### config.mk
export PLATFORM = sky130hd
export DESIGN_NAME = burst_cfg_core
export DESIGN_NICKNAME = d
export VERILOG_FILES = /design/src/burst_cfg_core_pad.v /design/src/burst_cfg_core.v
export VERILOG_INCLUDE_DIRS = /design/src
export SDC_FILE = /design/constraint.sdc
export NUM_CORES = 1
export LEC_CHECK = 0
export BUFFER_PORTS_ARGS = -buffer_cell sky130_fd_sc_hd__buf_2
export CORE_ASPECT_RATIO = 1.5
export CORE_MARGIN = 4
export CORE_UTILIZATION = 57
export CTS_BUF_LIST = sky130_fd_sc_hd__clkbuf_2
export DETAILED_ROUTE_END_ITERATION = 8
export HOLD_SLACK_MARGIN = 0.02
export PLACE_DENSITY_LB_ADDON = 0.08
export SETUP_SLACK_MARGIN = 0.15
export SLEW_MARGIN = 20
export SYNTH_ARGS = -nofsm -noshare
export SYNTH_HDL_FRONTEND = slang
export SYNTH_SLANG_ARGS = --single-unit
export TNS_END_PERCENT = 20
### constraint.sdc
create_clock -name clock -period 3.8 [get_ports clock]
set_input_delay 0.19 -clock clock [delete_from_list [all_inputs] [get_ports clock]]
set_output_delay 0.19 -clock clock [all_outputs]
set_load 0.01 [all_outputs]
### src/burst_cfg_regs.vh
// Constants for the burst read configuration block
`ifndef BURST_CFG_REGS_VH
`define BURST_CFG_REGS_VH

// ----------------------------------------------------------------
// Configuration word layout and reset value
// ----------------------------------------------------------------
`define CFG_RESET        16'hDF48
`define CFG_MODE_BIT     15
`define CFG_LAT_HI       14
`define CFG_LAT_LO       11
`define CFG_RDY_POL_BIT  10
`define CFG_RDY_TIM_BIT  8
`define CFG_DRIVE_BIT    7
`define CFG_LEN_HI       2
`define CFG_LEN_LO       0

// ----------------------------------------------------------------
// Burst length codes and group sizes
// ----------------------------------------------------------------
`define LEN_CONT         3'h0
`define LEN_WRAP8        3'h2
`define LEN_WRAP16       3'h3
`define WORDS_WRAP8      5'h08
`define WORDS_WRAP16     5'h10
`define GROUP_LAST16     4'hF
`define LAT_MIN_CODE     4'h1
`define LAT_ZERO         4'h0
// Idle pin levels {link clock, select, strobe, output enable, write strobe}
`define CTL_SYNC_IDLE    5'h0F

// ----------------------------------------------------------------
// Command codes written over the asynchronous write cycle
// ----------------------------------------------------------------
`define CMD_SET_CFG      16'h00D0
`define CMD_READ_CFG     16'h00C6
`define CMD_RESET        16'h00F0

// ----------------------------------------------------------------
// Data buffer
// ----------------------------------------------------------------
`define FIFO_DEPTH       32
`define FIFO_AW          5
`define WORD_W           16

`endif

### src/burst_cfg_core_pad.v
// Intentionally empty companion file
`default_nettype none
`default_nettype wire

### src/burst_cfg_core.v
// Burst read configuration word, command decode, burst engine and word buffer
// Functional notes
// - Hardware reset puts the engine idle and loads all configuration defaults.
// - Command reset returns to array mode but keeps the configuration word.
// - Configuration word is readable through the read-configuration command.
// - Bit 15 zero gives synchronous burst reads, one asynchronous; default one.
// - Writes always use asynchronous timing regardless of read mode.
// - Bits 14..11 set latency edge, code one is third edge; zero reserved.
// - Latency from 3 to 17 cycles supported, 13 after reset.
// - First word driven after edge latency minus one, captured next edge.
// - After first word, one word per clock, address advancing automatically.
// - Bit 10 sets ready polarity; one means high is valid; default one.
// - Bit 8 one gives ready with data, zero one cycle early.
// - Bit 7 zero full drive, one half drive; reset value zero.
// - Bits 2..0 choose continuous, 8-word wrap or 16-word wrap bursts.
// - Whole configuration word resets to DF48h, reserved bits included.
// - Wrapping bursts climb to group end, wrap to group start, stop.
// - Continuous bursts insert fresh latency at the first 16-word boundary and before every later word, ready off.
`include "burst_cfg_regs.vh"
`default_nettype none

// ----------------------------------------------------------------
// Word buffer
// ----------------------------------------------------------------
module word_fifo #(
  parameter WIDTH = `WORD_W,
  parameter DEPTH = `FIFO_DEPTH,
  parameter AW    = `FIFO_AW
) (
  input  wire             clock,
  input  wire             rst_n,
  input  wire             flush,
  input  wire             in_valid,
  output wire             in_ready,
  input  wire [WIDTH-1:0] in_data,
  output wire             out_valid,
  input  wire             out_ready,
  output wire [WIDTH-1:0] out_data
);
  reg [WIDTH-1:0] mem_reg [0:DEPTH-1];
  reg [AW-1:0]    wr_ptr_reg;
  reg [AW-1:0]    rd_ptr_reg;
  reg [AW:0]      count_reg;
  wire            push;
  wire            pop;

  assign in_ready  = (count_reg != DEPTH[AW:0]);
  assign out_valid = (count_reg != {(AW+1){1'b0}});
  assign out_data  = mem_reg[rd_ptr_reg];
  assign push      = in_valid & in_ready;
  assign pop       = out_valid & out_ready;

  always @(posedge clock) begin
    if (push) begin
      mem_reg[wr_ptr_reg] <= in_data;
    end
  end

  always @(posedge clock) begin
    if (!rst_n || flush) begin
      wr_ptr_reg <= {AW{1'b0}};
      rd_ptr_reg <= {AW{1'b0}};
      count_reg  <= {(AW+1){1'b0}};
    end else begin
      if (push) begin
        wr_ptr_reg <= wr_ptr_reg + 1'b1;
      end
      if (pop) begin
        rd_ptr_reg <= rd_ptr_reg + 1'b1;
      end
      if (push && !pop) begin
        count_reg <= count_reg + 1'b1;
      end else if (pop && !push) begin
        count_reg <= count_reg - 1'b1;
      end
    end
  end
endmodule

// ----------------------------------------------------------------
// Top level
// ----------------------------------------------------------------
module burst_cfg_core #(
  parameter ADDR_W = 24
) (
  input  wire              clock,
  input  wire              rst_n,
  input  wire              burst_clk,
  input  wire              chip_select_n,
  input  wire              address_valid_strobe_n,
  input  wire              output_enable_n,
  input  wire              write_enable_n,
  input  wire [ADDR_W-1:0] burst_address,
  input  wire [15:0]       adq_in,
  output reg  [15:0]       adq_out,
  output reg               adq_oe,
  output reg               ready,
  output reg               half_drive,
  output reg  [15:0]       burst_config_word,
  output reg               array_req,
  output reg  [ADDR_W-1:0] array_addr,
  input  wire              array_valid,
  input  wire [15:0]       array_data
);
  localparam ST_IDLE = 2'h0;
  localparam ST_WAIT = 2'h1;
  localparam ST_DATA = 2'h2;
  localparam ST_DONE = 2'h3;
  localparam CM_ARRAY  = 2'h0;
  localparam CM_SETCFG = 2'h1;
  localparam CM_CFGRD  = 2'h2;

  // ----------------------------------------------------------------
  // Pin synchronisers
  // ----------------------------------------------------------------
  reg [4:0]        ctl_s1_reg;
  reg [4:0]        ctl_s2_reg;
  reg [4:0]        ctl_s3_reg;
  reg [ADDR_W-1:0] addr_s1_reg;
  reg [ADDR_W-1:0] addr_s2_reg;
  reg [15:0]       dq_s1_reg;
  reg [15:0]       dq_s2_reg;

  always @(posedge clock) begin
    if (!rst_n) begin
      // Preset to idle pin levels so no false edge follows reset
      ctl_s1_reg <= `CTL_SYNC_IDLE;
      ctl_s2_reg <= `CTL_SYNC_IDLE;
      ctl_s3_reg <= `CTL_SYNC_IDLE;
    end else begin
      ctl_s1_reg <= {burst_clk, chip_select_n, address_valid_strobe_n,
                     output_enable_n, write_enable_n};
      ctl_s2_reg <= ctl_s1_reg;
      ctl_s3_reg <= ctl_s2_reg;
    end
  end

  always @(posedge clock) begin
    addr_s1_reg <= burst_address;
    addr_s2_reg <= addr_s1_reg;
    dq_s1_reg   <= adq_in;
    dq_s2_reg   <= dq_s1_reg;
  end

  wire lclk_rise = ctl_s2_reg[4] & ~ctl_s3_reg[4];
  wire ce_low    = ~ctl_s2_reg[3];
  wire avd_low   = ~ctl_s2_reg[2];
  wire oe_low    = ~ctl_s2_reg[1];
  wire we_rise   = ctl_s2_reg[0] & ~ctl_s3_reg[0];

  // ----------------------------------------------------------------
  // Configuration fields
  // ----------------------------------------------------------------
  reg [15:0] cfg_reg;
  reg [1:0]  cmd_reg;
  wire       async_mode = cfg_reg[`CFG_MODE_BIT];
  wire [3:0] lat_code   = cfg_reg[`CFG_LAT_HI:`CFG_LAT_LO];
  wire       rdy_pol    = cfg_reg[`CFG_RDY_POL_BIT];
  wire       rdy_early  = ~cfg_reg[`CFG_RDY_TIM_BIT];
  wire [2:0] len_code   = cfg_reg[`CFG_LEN_HI:`CFG_LEN_LO];
  // Reserved zero latency is treated as the shortest legal one
  wire [3:0] lat_load   = (lat_code == `LAT_ZERO) ? `LAT_MIN_CODE : lat_code;
  wire [4:0] wrap_words = (len_code == `LEN_WRAP8)  ? `WORDS_WRAP8 :
                          (len_code == `LEN_WRAP16) ? `WORDS_WRAP16 : 5'h00;
  wire       is_wrap    = (wrap_words != 5'h00);

  function [ADDR_W-1:0] next_addr;
    input [ADDR_W-1:0] a;
    input [2:0]        len;
    reg   [ADDR_W-1:0] inc;
    begin
      inc = a + 1'b1;
      next_addr = inc;
      if (len == `LEN_WRAP8) begin
        next_addr = {a[ADDR_W-1:3], inc[2:0]};
      end else if (len == `LEN_WRAP16) begin
        next_addr = {a[ADDR_W-1:4], inc[3:0]};
      end
    end
  endfunction

  // ----------------------------------------------------------------
  // Command decode, writes sampled on write strobe release only
  // ----------------------------------------------------------------
  always @(posedge clock) begin
    if (!rst_n) begin
      cfg_reg <= `CFG_RESET;
      cmd_reg <= CM_ARRAY;
    end else if (we_rise && ce_low) begin
      case (cmd_reg)
        CM_SETCFG: begin
          cfg_reg <= dq_s2_reg;
          cmd_reg <= CM_ARRAY;
        end
        default: begin
          // Command reset leaves the configuration word alone
          if (dq_s2_reg == `CMD_SET_CFG) begin
            cmd_reg <= CM_SETCFG;
          end else if (dq_s2_reg == `CMD_READ_CFG) begin
            cmd_reg <= CM_CFGRD;
          end else if (dq_s2_reg == `CMD_RESET) begin
            cmd_reg <= CM_ARRAY;
          end
        end
      endcase
    end
  end

  // ----------------------------------------------------------------
  // Burst engine and array fetch
  // ----------------------------------------------------------------
  reg  [1:0]        st_reg;
  reg  [3:0]        wait_reg;
  reg  [4:0]        sent_reg;
  reg  [ADDR_W-1:0] out_addr_reg;
  reg  [15:0]       word_reg;
  reg               word_ok_reg;
  reg  [4:0]        fetch_left_reg;
  reg               fetch_cont_reg;
  reg               pending_reg;
  reg               drop_reg;
  reg               avd_seen_reg;
  wire              fifo_in_ready;
  wire              fifo_out_valid;
  wire [15:0]       fifo_out_data;
  reg               fifo_pop;

  wire start_sync  = lclk_rise & ce_low & avd_low & ~oe_low & ~async_mode &
                     (cmd_reg == CM_ARRAY);
  wire start_async = avd_low & ~avd_seen_reg & ce_low & async_mode &
                     (cmd_reg == CM_ARRAY);
  wire start       = start_sync | start_async;
  wire fetch_more  = fetch_cont_reg | (fetch_left_reg != 5'h00);
  wire fetch_push  = array_valid & pending_reg & ~drop_reg;

  word_fifo #(
    .WIDTH (`WORD_W),
    .DEPTH (`FIFO_DEPTH),
    .AW    (`FIFO_AW)
  ) u_fifo (
    .clock     (clock),
    .rst_n     (rst_n),
    .flush     (start),
    .in_valid  (fetch_push),
    .in_ready  (fifo_in_ready),
    .in_data   (array_data),
    .out_valid (fifo_out_valid),
    .out_ready (fifo_pop),
    .out_data  (fifo_out_data)
  );

  // One outstanding fetch; a fetch in flight at a new start is discarded
  always @(posedge clock) begin
    if (!rst_n) begin
      array_req      <= 1'b0;
      array_addr     <= {ADDR_W{1'b0}};
      pending_reg    <= 1'b0;
      drop_reg       <= 1'b0;
      fetch_left_reg <= 5'h00;
      fetch_cont_reg <= 1'b0;
      avd_seen_reg   <= 1'b0;
    end else begin
      avd_seen_reg <= avd_low;
      if (array_valid && pending_reg) begin
        pending_reg <= 1'b0;
        array_req   <= 1'b0;
        drop_reg    <= 1'b0;
        if (!drop_reg) begin
          array_addr <= next_addr(array_addr, len_code);
        end else begin
          array_addr <= out_addr_reg;
        end
      end
      if (start) begin
        // Address held while a fetch is in flight; the dropped answer loads it
        if (!pending_reg || array_valid) begin
          array_addr <= addr_s2_reg;
        end
        fetch_cont_reg <= start_sync & ~is_wrap;
        fetch_left_reg <= start_async ? 5'h01 : wrap_words;
        if (pending_reg && !array_valid) begin
          drop_reg <= 1'b1;
        end
      end else if (!pending_reg && fetch_more && fifo_in_ready && !drop_reg) begin
        array_req   <= 1'b1;
        pending_reg <= 1'b1;
        if (!fetch_cont_reg) begin
          fetch_left_reg <= fetch_left_reg - 1'b1;
        end
      end
      if (!ce_low) begin
        fetch_cont_reg <= 1'b0;
        fetch_left_reg <= 5'h00;
      end
    end
  end

  reg  [1:0]  st_next;
  reg  [3:0]  wait_next;
  reg  [4:0]  sent_next;
  reg         emit;

  always @* begin
    st_next   = st_reg;
    wait_next = wait_reg;
    sent_next = sent_reg;
    emit      = 1'b0;
    fifo_pop  = 1'b0;
    if (start_sync) begin
      st_next   = ST_WAIT;
      wait_next = lat_load;
      sent_next = 5'h00;
    end else if (start_async) begin
      st_next = ST_DONE;
    end else if (!ce_low) begin
      st_next = ST_IDLE;
    end else if (lclk_rise) begin
      case (st_reg)
        ST_WAIT: begin
          if (wait_reg > 4'h1) begin
            wait_next = wait_reg - 1'b1;
          end else if (fifo_out_valid) begin
            emit      = 1'b1;
            fifo_pop  = 1'b1;
            st_next   = ST_DATA;
            sent_next = 5'h01;
          end
        end
        ST_DATA: begin
          if (is_wrap && sent_reg == wrap_words) begin
            st_next = ST_DONE;
          end else if (!is_wrap && out_addr_reg[3:0] == `GROUP_LAST16) begin
            st_next   = ST_WAIT;
            wait_next = lat_load;
          end else if (fifo_out_valid) begin
            emit      = 1'b1;
            fifo_pop  = 1'b1;
            sent_next = sent_reg + 1'b1;
          end
        end
        default: begin
          st_next = st_reg;
        end
      endcase
    end
  end

  // Early ready looks one edge ahead; an empty buffer there can still stall
  wire act_now   = word_ok_reg;
  wire act_early = ((st_next == ST_WAIT) && (wait_next == 4'h1) && fifo_out_valid) ||
                   ((st_next == ST_DATA) && !(is_wrap && sent_next == wrap_words) &&
                    !(!is_wrap && out_addr_reg[3:0] == `GROUP_LAST16 && !emit));
  wire act_sel   = rdy_early ? act_early : act_now;

  always @(posedge clock) begin
    if (!rst_n) begin
      st_reg       <= ST_IDLE;
      wait_reg     <= 4'h0;
      sent_reg     <= 5'h00;
      out_addr_reg <= {ADDR_W{1'b0}};
      word_reg     <= 16'h0000;
      word_ok_reg  <= 1'b0;
    end else begin
      st_reg   <= st_next;
      wait_reg <= wait_next;
      sent_reg <= sent_next;
      if (start) begin
        out_addr_reg <= addr_s2_reg;
        word_ok_reg  <= 1'b0;
      end else if (emit) begin
        word_reg    <= fifo_out_data;
        word_ok_reg <= 1'b1;
        if (st_reg == ST_DATA) begin
          out_addr_reg <= next_addr(out_addr_reg, len_code);
        end
      end else if (lclk_rise && st_reg != ST_DONE) begin
        word_ok_reg <= 1'b0;
      end else if (!ce_low) begin
        word_ok_reg <= 1'b0;
      end else if (st_reg == ST_DONE && async_mode && fifo_out_valid && !word_ok_reg) begin
        word_reg    <= fifo_out_data;
        word_ok_reg <= 1'b1;
      end
    end
  end

  // ----------------------------------------------------------------
  // Pin drivers
  // ----------------------------------------------------------------
  always @(posedge clock) begin
    if (!rst_n) begin
      adq_out           <= 16'h0000;
      adq_oe            <= 1'b0;
      ready             <= 1'b0;
      half_drive        <= 1'b0;
      burst_config_word <= `CFG_RESET;
    end else begin
      half_drive        <= cfg_reg[`CFG_DRIVE_BIT];
      burst_config_word <= cfg_reg;
      adq_oe            <= ce_low & oe_low & ~avd_low;
      if (cmd_reg == CM_CFGRD) begin
        adq_out <= cfg_reg;
        ready   <= rdy_pol;
      end else begin
        adq_out <= word_reg;
        ready   <= rdy_pol ? act_sel : ~act_sel;
      end
    end
  end
endmodule
`default_nettype wire

==> impl_metrics.json <==
{
  "run_status": "completed",
  "antenna_found_initial": 1,
  "ys_seq_area_share_pct": 69.46,
  "synth-simple-area-share_pct": 8.260,
  "synth_compound_area_share_pct": 5.423,
  "muxShareOfSynthArea_pct": 13.06,
  "layout_min_cycle_time_ns": 3.464,
  "cp-end-kind": "register",
  "wirelength_mm": 71.29,
  "root_buffer": "clkbuf_2",
  "top_layer": "met4",
  "syn_to_final_growth_pct": 15.94,
  "netlist_top_cells_count": "edfxtp_1 (512), dfxtp_1 (251), nor2_1 (167)",
  "slew_headroom_pct": 28.58,
  "start_util_pct": 57.81,
  "final_util_pct": 67.03,
  "port_buffers": 123,
  "die_w_um": 193.3,
  "drc": 0,
  "synthAdderAreaFrac_pct": 1.005,
  "syn_avg_cell_area_um2": 15.66,
  "rows": 101,
  "drt_first_pass_iters": 5,
  "drt-met1-wl_mm": 26.64,
  "cts_sinks": 763,
  "fin_nets": 2372,
  "fin_skew_ns": 0.05311,
  "die_height_um": 286.0,
  "start_kind": "register",
  "timing.setup.tns_ns": 0,
  "drt_iter0_markers": 999,
  "fmax_mhz": 288.6,
  "core_um2": 50800,
  "grt_pass1_wl_mm": 110.3,
  "leakage_nw": 11.56,
  "synth_xor_area_share_pct": 1.044,
  "grtUsageTotal_pct": 26.07,
  "synth_top_area_share_pct": 52.35,
  "hp-class": "in -> reg",
  "async_flop_share_pct": 0,
  "ios": 124,
  "worst_ep_required_time_ns": 4.90,
  "syn_nets": 1963,
  "critPathMaxFanout": 4,
  "drive_gt1_share_pct": 27.61,
  "cts_tree": "built",
  "ys_seq_elements": 763,
  "hold-worst-slack_ns": 0.1641,
  "largest_reg_flops": 512,
  "netlist_instances": 1876,
  "cts_buffers": 173,
  "synth.distinct_cells": 83,
  "synth_top_family_by_area": "multiplexers",
  "routabilityCongestion": 0.8758,
  "grt_max_degree": 92,
  "syn-cell-area_um2": 29370,
  "hold_viol_final": 0,
  "dr_wl_met2_mm": 38.70,
  "cp.arrival_ns": 4.57,
  "wl_per_cell_um": 23.05,
  "setup-violations-final": 0,
  "grt_pass1_vias": 19000,
  "max_cap_violations": 0,
  "nFillCells": 3713,
  "insertion_delay_ns": 1.19,
  "final_antenna_net_count": 0,
  "overflow": 0,
  "worstMarginPinSlew_ns": 1.068,
  "synthTopCellsByArea": "edfxtp_1 (52%), dfxtp_1 (17%), mux4_2 (12%)",
  "via_per_inst": 5.799,
  "critical_path_class": "reg -> reg",
  "synth-edff-count": 512,
  "clk_pin_slew_ns": 0.12,
  "yosys_warnings": 0,
  "hpwl_mm": 44.20,
  "drv_slew": 0,
  "synth_top_area_cell": "edfxtp_1",
  "met3_length_mm": 3.780,
  "ir_drop_uv": 318.7,
  "finalCritPeriodShare_pct": 91.17,
  "clock_path_buffers": 3,
  "synth_ff_type": "edfxtp_1",
  "htree_levels": 4,
  "powerDensity_nw_per_um2": 421.0,
  "grt_setup_unrepaired": "yes",
  "synth_most_common_cell": "edfxtp_1",
  "vias": 17940,
  "die-area_um2": 55300
}
-- worst max-delay path, cell delays in order, from the launching register on --
cell and delay [ns]:
dfxtp_1 0.34, inv_1 0.10, ha_2 0.21, nor2_1 0.09
or4b_1 0.53, nor2_2 0.14, a21oi_1 0.06, nor2b_2 0.22
inv_2 0.06, ha_1 0.22, inv_1 0.08, buf_4 0.13
ha_1 0.26, a21oi_2 0.20, o21bai_1 0.10, a21oi_2 0.14
xnor2_1 0.08, or3_1 0.31, a21oi_1 0.13
-- metal layers --
layer	vias to the layer above	GRT usage, %
met5	-	0
met4	0	10.33
met3	144	4.807
met2	603	47.39
met1	9026	30.73
li1	8163	-
-- kinds of logic after synthesis --
family | Yosys count
flip-flops | 763
AND/OR/NAND/NOR | 501
AO/OA/AOI/OAI | 239
multiplexers | 183
buffers and inverters | 132
XOR/XNOR | 35
adder cells (fa/ha/maj) | 23
-- timing repair --
action                                  CTS  global route
endpoints found under the setup margin    0             3
hold endpoints to repair                667             0
buffers inserted                          0             0
hold buffers                            141             0
resized for setup                         0             5
-- layout by cell type, fill, tap and decap left out, types with 6 or more instances in the layout --
cell type and instances:
clkbuf_2 256, nand3_1 35, o21ai_1 9, o211ai_1 6, mux4_2 160, and2_1 17
buf_4 68, nand4_1 13, clkinv_1 39, xnor2_1 19, nand2b_1 23, inv_2 9
dfxtp_1 247, o21ai_0 29, nor2_1 166, ha_1 21, xor2_1 16, nor3_1 31
edfxtp_1 512, a21oi_1 69, o31ai_1 6, mux2i_1 21, a221oi_1 7, and3_1 12
nor4_1 8, a31oi_1 11, dlygate4sd3_1 136, nor2b_1 7, a211oi_1 44, clkinv_2 6
inv_1 26, or3_1 6, buf_2 128, o221ai_1 7, nand2_1 140
-- path summary, 6_finish.rpt --
| check | endpoint | cells past startpoint | slack (ns) | startpoint |
|---|---|---|---|---|
| max reg2reg | u_fifo.count_reg[5]$_SDFFE_PP0P_ | 18 | 0.34 | wait_reg[1]$_SDFF_PN0_ |
| min reg2reg | addr_s2_reg[23]$_DFF_P_ | 0 | 0.31 | addr_s1_reg[23]$_DFF_P_ |
| min | u_fifo.mem_reg[25][11]$_DFFE_PP_ | 2 | 0.16 | array_data[11] |
| max | u_fifo.count_reg[5]$_SDFFE_PP0P_ | 18 | 0.34 | wait_reg[1]$_SDFF_PN0_ |
-- power breakdown --
part | leakage (nW) | internal, mW | switching (mW)
registers | 6.66 | 8.89 | 0.0341
logic | 3.68 | 0.138 | 0.167
clock network | 1.22 | 2.01 | 3.10
total | 11.6 | 11.0 | 3.30
-- through the flow --
| step | std cells | cell area (µm²) | setup WS [ns] | power (mW) |
|---|---|---|---|---|
| 4_1_cts | 3092 | 34050 | 0.1697 | 14.51 |
| 2_1_floorplan | 1876 | 29370 | 0.2037 | 9.155 |
| 3_5_place_dp | 2638 | 31050 | 0.2053 | 9.291 |
| 3_3_place_gp | 2638 | 31050 | 0.2419 | 9.281 |
| 6_report | 3093 | 34050 | 0.3355 | 14.33 |
| 5_1_grt | 3093 | 34050 | 0.1053 | 14.99 |
-- final cells by class --
cell class | count | area (µm²) | area share, %
antenna | 1 | 2.502 | 0.007349
sequential | 763 | 20410 | 59.94
clock inverter | 57 | 312.8 | 0.9186
tap | 669 | 837.1 | 2.458
multi-input combinational | 981 | 8487 | 24.92
clock buffer | 256 | 1281 | 3.763
inverter | 29 | 108.9 | 0.3197
timing repair buffer | 337 | 2613 | 7.672
No activity file was read; power rests on OpenSTA's default activity.
